## src/rtccal_pkg.sv

```systemverilog
/*
 * Package for the calendar date registers of the real-time clock:
 * register offsets, field positions, reset values, bus responses and
 * the packed state of the top module.
 * Assumes an AXI4-Lite master with 32-bit data and 12-bit addresses.
 */
package rtccal_pkg;

  localparam int unsigned ADDR_W = 12;
  localparam int unsigned DATA_W = 32;

  // Register byte offsets, one aligned word each
  localparam logic [11:0] OFF_DAY = 12'h000;
  localparam logic [11:0] OFF_MONTH = 12'h004;
  localparam logic [11:0] OFF_YEAR = 12'h008;
  localparam logic [11:0] OFF_PAGE = 12'h00C;

  // Field widths and positions
  localparam int unsigned DAY_W = 6;
  localparam int unsigned MONTH_W = 5;
  localparam int unsigned YEAR_W = 8;
  localparam int unsigned LEAP_W = 2;
  localparam int unsigned FMT_BIT = 0;
  localparam int unsigned PAGE_BIT = 0;

  // BCD limits of the calendar
  localparam logic [7:0] BCD_ONE = 8'h01;
  localparam logic [7:0] BCD_ZERO = 8'h00;
  localparam logic [7:0] DAY_28 = 8'h28;
  localparam logic [7:0] DAY_29 = 8'h29;
  localparam logic [7:0] DAY_30 = 8'h30;
  localparam logic [7:0] DAY_31 = 8'h31;
  localparam logic [7:0] MON_FEB = 8'h02;
  localparam logic [7:0] MON_APR = 8'h04;
  localparam logic [7:0] MON_JUN = 8'h06;
  localparam logic [7:0] MON_SEP = 8'h09;
  localparam logic [7:0] MON_NOV = 8'h11;
  localparam logic [7:0] MON_DEC = 8'h12;
  localparam logic [7:0] YEAR_LAST = 8'h99;
  localparam logic [1:0] LEAP_YEAR = 2'h0;

  // Reset values (field contents are otherwise undefined)
  localparam logic [5:0] DAY_RST = 6'h01;
  localparam logic [4:0] MONTH_RST = 5'h01;
  localparam logic [7:0] YEAR_RST = 8'h00;
  localparam logic [1:0] LEAP_RST = 2'h0;
  localparam logic FMT_RST = 1'b0;
  localparam logic PAGE_RST = 1'b0;

  localparam logic [1:0] RESP_OKAY = 2'h0;
  localparam logic [1:0] RESP_SLVERR = 2'h2;

  typedef struct packed {
    logic aw_have;
    logic [11:0] aw_addr;
    logic w_have;
    logic [31:0] w_data;
    logic [3:0] w_strb;
    logic awready;
    logic wready;
    logic bvalid;
    logic [1:0] bresp;
    logic arready;
    logic rvalid;
    logic [1:0] rresp;
    logic [31:0] rdata;
    logic page;
    logic [5:0] day;
    logic [4:0] month;
    logic fmt;
    logic [7:0] year;
    logic [1:0] leap;
  } rtccal_state_t;

  localparam rtccal_state_t ST_RESET = '{
    aw_have: 1'b0, aw_addr: 12'h000, w_have: 1'b0, w_data: 32'h00000000,
    w_strb: 4'h0, awready: 1'b1, wready: 1'b1, bvalid: 1'b0, bresp: 2'h0,
    arready: 1'b1, rvalid: 1'b0, rresp: 2'h0, rdata: 32'h00000000,
    page: PAGE_RST, day: DAY_RST, month: MONTH_RST, fmt: FMT_RST,
    year: YEAR_RST, leap: LEAP_RST};

endpackage : rtccal_pkg

```

## src/rtccal_bcd_inc.sv

```systemverilog
/*
 * Two-digit BCD step: returns the value plus one, or the first value
 * once the last value has been reached, with a wrap flag.
 * Assumes valid BCD codes at its input.
 */
`timescale 1ns/1ps
module rtccal_bcd_inc (
  input wire logic [7:0] value,
  input wire logic [7:0] first,
  input wire logic [7:0] last,
  output logic [7:0] next,
  output logic wrap
);

  always_comb begin
    wrap = (value == last);
    if (wrap) begin
      next = first;
    end else if (value[3:0] == 4'h9) begin
      next = {4'(value[7:4] + 4'h1), 4'h0};
    end else begin
      next = {value[7:4], 4'(value[3:0] + 4'h1)};
    end
  end

endmodule : rtccal_bcd_inc

```

## src/rtccal_top.sv

```systemverilog
/*
 * Calendar date registers of the real-time clock: day of month, month,
 * year, leap phase and the 12/24-hour select, behind an AXI4-Lite slave.
 * Assumes a single 40 MHz clock, a one-cycle day carry from the hour
 * counter, and software that follows the calendar coding conventions.
 */
// Behaviour
// - The day register holds a BCD day 01 to 31 in bits 5-0 and bits 7-6 read zero.
// - The day register is reached at its offset on either page.
// - The month register holds a BCD month 01 to 12 in bits 4-0 and bits 7-5 read zero.
// - The month location shows the month on page zero and the hour-format bit on page one.
// - On page one bit 0 of the month location selects 12-hour (0) or 24-hour (1), bits 7-1 read zero.
// - The year register on page zero holds a two-digit BCD year 00 to 99 in bits 7-0.
// - On page one the year location shows the leap phase and bits 7-2 read zero.
// - The leap phase in bits 1-0 gives the position in the four-year cycle, 00 being a leap year.
`timescale 1ns/1ps
module rtccal_top (
  input wire logic aclk,
  input wire logic aresetn,
  input wire logic [11:0] s_axi_awaddr,
  input wire logic [2:0] s_axi_awprot,
  input wire logic s_axi_awvalid,
  output logic s_axi_awready,
  input wire logic [31:0] s_axi_wdata,
  input wire logic [3:0] s_axi_wstrb,
  input wire logic s_axi_wvalid,
  output logic s_axi_wready,
  output logic [1:0] s_axi_bresp,
  output logic s_axi_bvalid,
  input wire logic s_axi_bready,
  input wire logic [11:0] s_axi_araddr,
  input wire logic [2:0] s_axi_arprot,
  input wire logic s_axi_arvalid,
  output logic s_axi_arready,
  output logic [31:0] s_axi_rdata,
  output logic [1:0] s_axi_rresp,
  output logic s_axi_rvalid,
  input wire logic s_axi_rready,
  input wire logic day_carry,
  output logic hour_format_24,
  output logic page_one
);

  rtccal_pkg::rtccal_state_t st_reg;
  rtccal_pkg::rtccal_state_t st_next;

  // Calendar step chain: entry 0 day, 1 month, 2 year
  logic [7:0] cal_cur [3];
  logic [7:0] cal_first [3];
  logic [7:0] cal_last [3];
  logic [7:0] cal_step [3];
  logic cal_wrap [3];
  logic [7:0] month_end;

  always_comb begin
    unique case ({3'h0, st_reg.month})
      rtccal_pkg::MON_FEB: begin
        month_end = (st_reg.leap == rtccal_pkg::LEAP_YEAR) ? rtccal_pkg::DAY_29 : rtccal_pkg::DAY_28;
      end
      rtccal_pkg::MON_APR, rtccal_pkg::MON_JUN, rtccal_pkg::MON_SEP, rtccal_pkg::MON_NOV: begin
        month_end = rtccal_pkg::DAY_30;
      end
      default: begin
        month_end = rtccal_pkg::DAY_31;
      end
    endcase
  end

  assign cal_cur[0] = {2'h0, st_reg.day};
  assign cal_cur[1] = {3'h0, st_reg.month};
  assign cal_cur[2] = st_reg.year;
  assign cal_first[0] = rtccal_pkg::BCD_ONE;
  assign cal_first[1] = rtccal_pkg::BCD_ONE;
  assign cal_first[2] = rtccal_pkg::BCD_ZERO;
  assign cal_last[0] = month_end;
  assign cal_last[1] = rtccal_pkg::MON_DEC;
  assign cal_last[2] = rtccal_pkg::YEAR_LAST;

  for (genvar i = 0; i < 3; i++) begin : g_step
    rtccal_bcd_inc u_inc (
      .value(cal_cur[i]),
      .first(cal_first[i]),
      .last(cal_last[i]),
      .next(cal_step[i]),
      .wrap(cal_wrap[i])
    );
  end

  logic aw_take;
  logic w_take;
  logic ar_take;
  logic wr_go;
  logic wr_lane0;
  logic [7:0] wbyte;
  logic [11:0] ar_word;
  logic [11:0] aw_word;

  assign aw_take = s_axi_awvalid && st_reg.awready;
  assign w_take = s_axi_wvalid && st_reg.wready;
  assign ar_take = s_axi_arvalid && st_reg.arready;
  assign ar_word = {s_axi_araddr[11:2], 2'b00};

  always_comb begin
    st_next = st_reg;
    wr_go = 1'b0;
    wr_lane0 = 1'b0;
    wbyte = 8'h00;
    aw_word = 12'h000;

    // Date advance on the carry from the hour counter
    if (day_carry) begin
      st_next.day = cal_step[0][5:0];
      if (cal_wrap[0]) begin
        st_next.month = cal_step[1][4:0];
        if (cal_wrap[1]) begin
          st_next.year = cal_step[2];
          st_next.leap = 2'(st_reg.leap + 2'h1);
        end
      end
    end

    // Write address and data are caught in either order
    if (aw_take) begin
      st_next.aw_have = 1'b1;
      st_next.aw_addr = s_axi_awaddr;
      st_next.awready = 1'b0;
    end
    if (w_take) begin
      st_next.w_have = 1'b1;
      st_next.w_data = s_axi_wdata;
      st_next.w_strb = s_axi_wstrb;
      st_next.wready = 1'b0;
    end

    if (st_reg.aw_have && st_reg.w_have && !st_reg.bvalid) begin
      wr_go = 1'b1;
      wr_lane0 = st_reg.w_strb[0];
      wbyte = st_reg.w_data[7:0];
      aw_word = {st_reg.aw_addr[11:2], 2'b00};
      st_next.aw_have = 1'b0;
      st_next.w_have = 1'b0;
      st_next.bvalid = 1'b1;
      st_next.bresp = rtccal_pkg::RESP_OKAY;
      // A software write overrides a carry in the same cycle
      unique case (aw_word)
        rtccal_pkg::OFF_DAY: begin
          if (wr_lane0) st_next.day = wbyte[5:0];
        end
        rtccal_pkg::OFF_MONTH: begin
          if (wr_lane0 && st_reg.page) st_next.fmt = wbyte[rtccal_pkg::FMT_BIT];
          if (wr_lane0 && !st_reg.page) st_next.month = wbyte[4:0];
        end
        rtccal_pkg::OFF_YEAR: begin
          if (wr_lane0 && st_reg.page) st_next.leap = wbyte[1:0];
          if (wr_lane0 && !st_reg.page) st_next.year = wbyte;
        end
        rtccal_pkg::OFF_PAGE: begin
          if (wr_lane0) st_next.page = wbyte[rtccal_pkg::PAGE_BIT];
        end
        default: begin
          st_next.bresp = rtccal_pkg::RESP_SLVERR;
        end
      endcase
    end

    if (st_reg.bvalid && s_axi_bready) begin
      st_next.bvalid = 1'b0;
      st_next.awready = 1'b1;
      st_next.wready = 1'b1;
    end

    // Read path: one read in flight, data held until rready
    if (ar_take) begin
      st_next.arready = 1'b0;
      st_next.rvalid = 1'b1;
      st_next.rresp = rtccal_pkg::RESP_OKAY;
      st_next.rdata = 32'h00000000;
      unique case (ar_word)
        rtccal_pkg::OFF_DAY: begin
          st_next.rdata[5:0] = st_reg.day;
        end
        rtccal_pkg::OFF_MONTH: begin
          if (st_reg.page) st_next.rdata[rtccal_pkg::FMT_BIT] = st_reg.fmt;
          else st_next.rdata[4:0] = st_reg.month;
        end
        rtccal_pkg::OFF_YEAR: begin
          if (st_reg.page) st_next.rdata[1:0] = st_reg.leap;
          else st_next.rdata[7:0] = st_reg.year;
        end
        rtccal_pkg::OFF_PAGE: begin
          st_next.rdata[rtccal_pkg::PAGE_BIT] = st_reg.page;
        end
        default: begin
          st_next.rresp = rtccal_pkg::RESP_SLVERR;
        end
      endcase
    end else if (st_reg.rvalid && s_axi_rready) begin
      st_next.rvalid = 1'b0;
      st_next.arready = 1'b1;
    end
  end

  always_ff @(posedge aclk) begin
    if (!aresetn) begin
      st_reg <= rtccal_pkg::ST_RESET;
    end else begin
      st_reg <= st_next;
    end
  end

  assign s_axi_awready = st_reg.awready;
  assign s_axi_wready = st_reg.wready;
  assign s_axi_bvalid = st_reg.bvalid;
  assign s_axi_bresp = st_reg.bresp;
  assign s_axi_arready = st_reg.arready;
  assign s_axi_rvalid = st_reg.rvalid;
  assign s_axi_rresp = st_reg.rresp;
  assign s_axi_rdata = st_reg.rdata;
  assign hour_format_24 = st_reg.fmt;
  assign page_one = st_reg.page;

  logic day_rd;
  logic month_rd;
  logic year_rd;
  logic is_dec31;
  assign day_rd = ar_take && (ar_word == rtccal_pkg::OFF_DAY);
  assign month_rd = ar_take && (ar_word == rtccal_pkg::OFF_MONTH);
  assign year_rd = ar_take && (ar_word == rtccal_pkg::OFF_YEAR);
  assign is_dec31 = ({2'h0, st_reg.day} == rtccal_pkg::DAY_31) && ({3'h0, st_reg.month} == rtccal_pkg::MON_DEC);

  a_day_read_p0: assert property (@(posedge aclk) disable iff (!aresetn)
    day_rd && !st_reg.page |=> s_axi_rvalid && s_axi_rdata == {26'h0, $past(st_reg.day)})
    else $error("day read on page zero wrong");

  a_day_read_p1: assert property (@(posedge aclk) disable iff (!aresetn)
    day_rd && st_reg.page |=> s_axi_rvalid && s_axi_rdata == {26'h0, $past(st_reg.day)})
    else $error("day read on page one wrong");

  a_month_read: assert property (@(posedge aclk) disable iff (!aresetn)
    month_rd && !st_reg.page |=> s_axi_rdata[31:5] == 27'h0 && s_axi_rdata[4:0] == $past(st_reg.month))
    else $error("month read wrong");

  a_month_page: assert property (@(posedge aclk) disable iff (!aresetn)
    month_rd && st_reg.page && st_reg.fmt != st_reg.month[0] |=> s_axi_rdata[0] != $past(st_reg.month[0]))
    else $error("page one month location shows month");

  a_format_read: assert property (@(posedge aclk) disable iff (!aresetn)
    month_rd && st_reg.page |=> s_axi_rdata == {31'h0, $past(st_reg.fmt)})
    else $error("format bit read wrong");

  a_year_read: assert property (@(posedge aclk) disable iff (!aresetn)
    year_rd && !st_reg.page |=> s_axi_rdata == {24'h0, $past(st_reg.year)})
    else $error("year read wrong");

  a_leap_read: assert property (@(posedge aclk) disable iff (!aresetn)
    year_rd && st_reg.page |=> s_axi_rdata == {30'h0, $past(st_reg.leap)})
    else $error("leap phase read wrong");

  a_leap_step: assert property (@(posedge aclk) disable iff (!aresetn)
    day_carry && is_dec31 && !wr_go |=> st_reg.leap == 2'($past(st_reg.leap) + 2'h1)
      && {2'h0, st_reg.day} == rtccal_pkg::BCD_ONE && st_reg.year == $past(cal_step[2]))
    else $error("new year did not step leap phase");

  a_feb_leap: assert property (@(posedge aclk) disable iff (!aresetn)
    day_carry && !wr_go && {3'h0, st_reg.month} == rtccal_pkg::MON_FEB && st_reg.leap == rtccal_pkg::LEAP_YEAR
      && {2'h0, st_reg.day} == rtccal_pkg::DAY_28 |=> {2'h0, st_reg.day} == rtccal_pkg::DAY_29)
    else $error("leap february ended on the 28th");

  a_reserved_zero: assert property (@(posedge aclk) disable iff (!aresetn)
    ar_take |=> s_axi_rdata[31:8] == 24'h0)
    else $error("reserved read bits not zero");

  a_day_write_p1: assert property (@(posedge aclk) disable iff (!aresetn)
    wr_go && wr_lane0 && aw_word == rtccal_pkg::OFF_DAY && st_reg.page |=> st_reg.day == $past(wbyte[5:0]))
    else $error("day write on page one lost");

  a_day_code: assert property (@(posedge aclk) disable iff (!aresetn)
    day_carry && !wr_go |=> {2'h0, st_reg.day} >= rtccal_pkg::BCD_ONE && {2'h0, st_reg.day} <= rtccal_pkg::DAY_31
      && st_reg.day[3:0] <= 4'h9)
    else $error("day stepped to an invalid code");

  a_day_zero_hi: assert property (@(posedge aclk) disable iff (!aresetn)
    day_rd |=> s_axi_rdata[31:6] == 26'h0)
    else $error("day read upper bits not zero");

  a_month_code: assert property (@(posedge aclk) disable iff (!aresetn)
    day_carry && !wr_go |=> {3'h0, st_reg.month} >= rtccal_pkg::BCD_ONE
      && {3'h0, st_reg.month} <= rtccal_pkg::MON_DEC && st_reg.month[3:0] <= 4'h9)
    else $error("month stepped to an invalid code");

  a_new_year_month: assert property (@(posedge aclk) disable iff (!aresetn)
    day_carry && !wr_go && is_dec31 |=> {3'h0, st_reg.month} == rtccal_pkg::BCD_ONE)
    else $error("month did not wrap to january");

  a_year_code: assert property (@(posedge aclk) disable iff (!aresetn)
    day_carry && !wr_go |=> st_reg.year[7:4] <= 4'h9 && st_reg.year[3:0] <= 4'h9)
    else $error("year stepped to an invalid code");

  a_fmt_write_p1: assert property (@(posedge aclk) disable iff (!aresetn)
    wr_go && wr_lane0 && aw_word == rtccal_pkg::OFF_MONTH && st_reg.page && !day_carry
      |=> $stable(st_reg.month) && st_reg.fmt == $past(wbyte[rtccal_pkg::FMT_BIT]))
    else $error("page one month write hit the month");

  a_month_write_p0: assert property (@(posedge aclk) disable iff (!aresetn)
    wr_go && wr_lane0 && aw_word == rtccal_pkg::OFF_MONTH && !st_reg.page
      |=> $stable(st_reg.fmt) && st_reg.month == $past(wbyte[4:0]))
    else $error("page zero month write hit the format bit");

  a_fmt_hold: assert property (@(posedge aclk) disable iff (!aresetn)
    !(wr_go && aw_word == rtccal_pkg::OFF_MONTH && st_reg.page) |=> $stable(hour_format_24))
    else $error("hour format changed without a write");

  a_year_write_p0: assert property (@(posedge aclk) disable iff (!aresetn)
    wr_go && wr_lane0 && aw_word == rtccal_pkg::OFF_YEAR && !st_reg.page && !day_carry
      |=> st_reg.year == $past(wbyte) && $stable(st_reg.leap))
    else $error("page zero year write wrong");

  a_year_write_p1: assert property (@(posedge aclk) disable iff (!aresetn)
    wr_go && wr_lane0 && aw_word == rtccal_pkg::OFF_YEAR && st_reg.page && !day_carry
      |=> $stable(st_reg.year) && st_reg.leap == $past(wbyte[1:0]))
    else $error("page one year write hit the year");

  a_year_zero_hi: assert property (@(posedge aclk) disable iff (!aresetn)
    year_rd && st_reg.page |=> s_axi_rdata[31:2] == 30'h0)
    else $error("leap read upper bits not zero");

  a_leap_hold: assert property (@(posedge aclk) disable iff (!aresetn)
    !(day_carry && is_dec31) && !(wr_go && aw_word == rtccal_pkg::OFF_YEAR && st_reg.page)
      |=> $stable(st_reg.leap))
    else $error("leap phase moved outside a new year");

  a_month_zero_hi: assert property (@(posedge aclk) disable iff (!aresetn)
    month_rd |=> s_axi_rdata[31:5] == 27'h0)
    else $error("month location upper bits not zero");

endmodule : rtccal_top

```

## config.mk

```make
export PLATFORM = sky130hd
export DESIGN_NAME = rtccal_top
export DESIGN_NICKNAME = d
export VERILOG_FILES = /design/src/rtccal_pkg.sv /design/src/rtccal_bcd_inc.sv /design/src/rtccal_top.sv
export SDC_FILE = /design/constraint.sdc
export NUM_CORES = 1
export LEC_CHECK = 0
export ABC_AREA = 1
export BUFFER_PORTS_ARGS = -buffer_cell sky130_fd_sc_hd__buf_4
export CORE_MARGIN = 3
export CORE_UTILIZATION = 50
export DETAILED_ROUTE_END_ITERATION = 12
export PLACE_DENSITY = 0.79
export REMOVE_ABC_BUFFERS = 1
export SETUP_SLACK_MARGIN = 0.1
export SYNTH_ARGS = -nofsm -noshare
export SYNTH_HDL_FRONTEND = slang
export SYNTH_SLANG_ARGS = --single-unit
```

## constraint.sdc

```tcl
create_clock -name aclk -period 5.1 [get_ports aclk]
set_clock_uncertainty 0.1 [all_clocks]
set_input_delay 1.53 -clock aclk [delete_from_list [all_inputs] [get_ports aclk]]
set_output_delay 1.53 -clock aclk [all_outputs]
set_load 0.02 [all_outputs]
```

==> metrics.cfg <==
[status]
status=complete, no violations

[worst_setup_path]
slowest_stage=nor2_1
cpLargestDelayFamily=simple AND/OR/NAND/NOR gates
timing.rr.end=cal_cur[6]$_SDFF_PN0_
crit_chain=buf_4 -> or2_1 -> nor3_1 -> nand2_1 -> nor2_1 -> nand2_1 -> nand3_1 -> o21ai_1 -> a21oi_1
crit_end=s_axi_rdata[0]$_SDFFE_PN0P_
r2r.worst_path.cells=11
crit-reg2reg-launch=cal_cur[9]$_SDFF_PN0_
required_ns=5.27
worstSetupStartpoint=s_axi_araddr[11]
max_stage_delay_ns=0.31
reg2reg_slack_ns=2.61
path_class=in2reg
cp_data_arrival_time_ns=2.95
start_kind=primary input
cpMostUsedCell=nand2_1
crit_path_end_kind=flop
cp.depth=9
crit_buf_inv=1
path_max_fanout=6

[layout]
antenna_cells=0
nNetsFinal=664
final_cells=684
largest_reg_flops=23
post-route-util=0.592
area_growth_pct=13.0
drive_above_1_share=0.158
n_fill_cell=666

[floorplan]
initial_utilization=0.524
dieArea_um2=8250
io_pins=117
core_um2=6870
rows=30
die_h_um=90.8
dieWidth_um=90.8

[power]
switching_share=0.272
p_leak_nw=1.95
p_seq_frac=0.466
p_int_mw=0.784
p_per_area_nw_per_um2=265
comb_power_share=0.119
p_switching_mw=0.293
clkPwrFrac=0.415
irDropWorstVdd_uv=218

[clock_network]
postCtsHoldBufs=0
clk_latency_ns=0.34
htreeDepth=3
cts_tree=done
clock-root-buffer=clkbuf_8
clk_path_buf_depth=2
post-cts-setup-buffer-count=0
path_clk_slew_ns=0.07
cts.sinks=59
cts_buffers=9
cts-resized-gates=0

[routing]
dr_total_vias=3378
antenna_left=0
viasPerCell=4.94
wl_per_cell_um=12.0
drt_wl_total_um=8230
drtIter0Drc=232
drc=0
first_pass_iters=4

[logic_synthesis]
syn_area_um2=3600
synth_xor_area_frac=0.00487
syn_area_per_cell_um2=6.59
synth_cell_types=40
ys_ff_latch=59
synth_top_family_by_area=simple AND/OR/NAND/NOR gates
synth_compound_area_frac=0.135
synthCells=546
ys_warn_count=0
yosys.area_share.simple=0.340
yosysSeqAreaShare=0.328
yosys-mux-area-fraction=0
yosys.area_share.adder=0.0243

[place]
place_inst=668
hpwl_um=6260
place_ws_ns=1.98
port_buffers=53
place_congestion=0.903

[global_routing]
track_usage=0.198
antenna_found_initial=0
grt-ovfl-total=0
grt_pass1_wl_um=13400
grt_max_degree=45
first_global_vias=3014

[timing]
rsz0062_at_grt=false
period_needed_ns=2.78
worst_slew_pin_slew_ns=0.656
finalHoldViolations=0
setup_viol=0
drv_slew=0
fin_crit_sh=0.545
fmax_ghz=0.360
fin_tns_setup_ns=0
setup_ws_ns=2.32
slew_headroom=0.561

[job]
max-cap-violations=0

[min_path]
hold_class=reg2reg

-- routing by layer --
layer	vias up	share of wire	global-route usage	wire, um
met3	15	0.059	0.0400	483
met1	1473	0.45	0.244	3700
li1	1782	-	-	-
met5	-	0	0	0
met2	108	0.47	0.331	3860
met4	0	0.023	0.0892	186
-- how the worst min path moves through the flow --
| stage | startpoint | to | cells after the start |
|---|---|---|---|
| 2_1_floorplan | st_reg[103]$_SDFFE_PN0P_ | st_reg[103]$_SDFFE_PN0P_ | 2 |
| 3_3_place_gp | s_axi_rdata[4]$_SDFFE_PN0P_ | s_axi_rdata[4]$_SDFFE_PN0P_ | 2 |
| 3_5_place_dp | hour_format_24$_SDFFE_PN0P_ | hour_format_24$_SDFFE_PN0P_ | 2 |
| 4_1_cts | hour_format_24$_SDFFE_PN0P_ | hour_format_24$_SDFFE_PN0P_ | 2 |
| 5_1_grt | s_axi_rdata[3]$_SDFFE_PN0P_ | s_axi_rdata[3]$_SDFFE_PN0P_ | 2 |
| 6_report | hour_format_24$_SDFFE_PN0P_ | hour_format_24$_SDFFE_PN0P_ | 2 |
-- power groups by stage --
stage	logic [mW]	registers, mW	clock network [mW]
after global routing	0.145	0.504	0.476
final	0.128	0.502	0.447
after global placement	0.125	0.511	0
after detailed placement	0.128	0.512	0
after floorplan	0.0755	0.512	0
after CTS	0.129	0.501	0.455
-- stage by stage --
| stage | power [mW] | area [um2] | hold slack (ns) |
|---|---|---|---|
| detailed placement | 0.640 | 3850 | 0.353 |
| CTS | 1.09 | 4070 | 0.367 |
| global placement | 0.637 | 3850 | 0.354 |
| global route | 1.13 | 4070 | 0.390 |
| finish | 1.08 | 4070 | 0.367 |
| floorplan | 0.587 | 3340 | 0.343 |
-- final cells by class --
class / count / area, um2 / area share
clock buffers: 11 / 151 / 0.0372
clock inverters: 5 / 60.1 / 0.0148
inverters: 65 / 244 / 0.0600
multi-input cells: 395 / 1910 / 0.470
flip-flops and latches: 59 / 1180 / 0.290
well taps: 96 / 120 / 0.0295
repair buffers: 53 / 398 / 0.0978
-- placed cells by master, fill, tap and decap left out, types with 2 or more instances in the layout --
cell type  count
a21oi_2        2
nand3_2        4
nor2_4         2
o22ai_1        3
clkbuf_8      11
conb_1        26
nand2_2        5
ha_1           7
nand4_1       19
o211ai_1       2
buf_4         53
nor3_1        11
dfxtp_1       59
xor2_1         2
a21oi_1       30
o21ai_0       49
nand2_1      115
inv_2          4
nand3_1       30
nor2_1        72
inv_1         60
a31oi_1        2
-- worst reg2reg max path, stage by stage (launching register included) --
cell	delay (ns)
dfxtp_1	0.46
inv_2	0.10
nor2_4	0.13
nand2_1	0.09
nor2_1	0.52
nand2_1	0.27
or2_0	0.28
and3_1	0.18
nand2_1	0.07
nand3_1	0.07
nand2_1	0.09
inv_1	0.03
-- cells by family (layout without fill, tap and decap cells) --
group                      after synthesis  count (layout)
AOI/OAI and AO/OA                       92              92
xor gates and xnor gates                 2               2
adders and majority gates                7               7
buffers and inverters                  117             134
DFF                                     59              59
other                                    1              26
and+or+nand+nor                        268             268
-- synthesized netlist by cell type, drive strengths merged --
cell type / number / area [um2]
o211ai: 2 / 15.0
nand2: 121 / 474
o21a: 1 / 7.51
nand4: 19 / 119
clkinv: 1 / 3.75
ha: 7 / 87.6
clkbuf: 9 / 33.8
o21ai: 50 / 250
xor2: 2 / 17.5
nor2: 76 / 319
nand3: 35 / 208
conb: 1 / 3.75
a31oi: 2 / 12.5
a211oi: 1 / 7.51
inv: 64 / 240
dfxtp: 59 / 1180
or2: 3 / 18.8
a21oi: 32 / 168
o21bai: 1 / 7.51
nor3b: 1 / 12.5
nor3: 12 / 65.1
buf: 43 / 320
and3: 1 / 6.26
o22ai: 3 / 18.8
(Power assumes the default switching activity.)
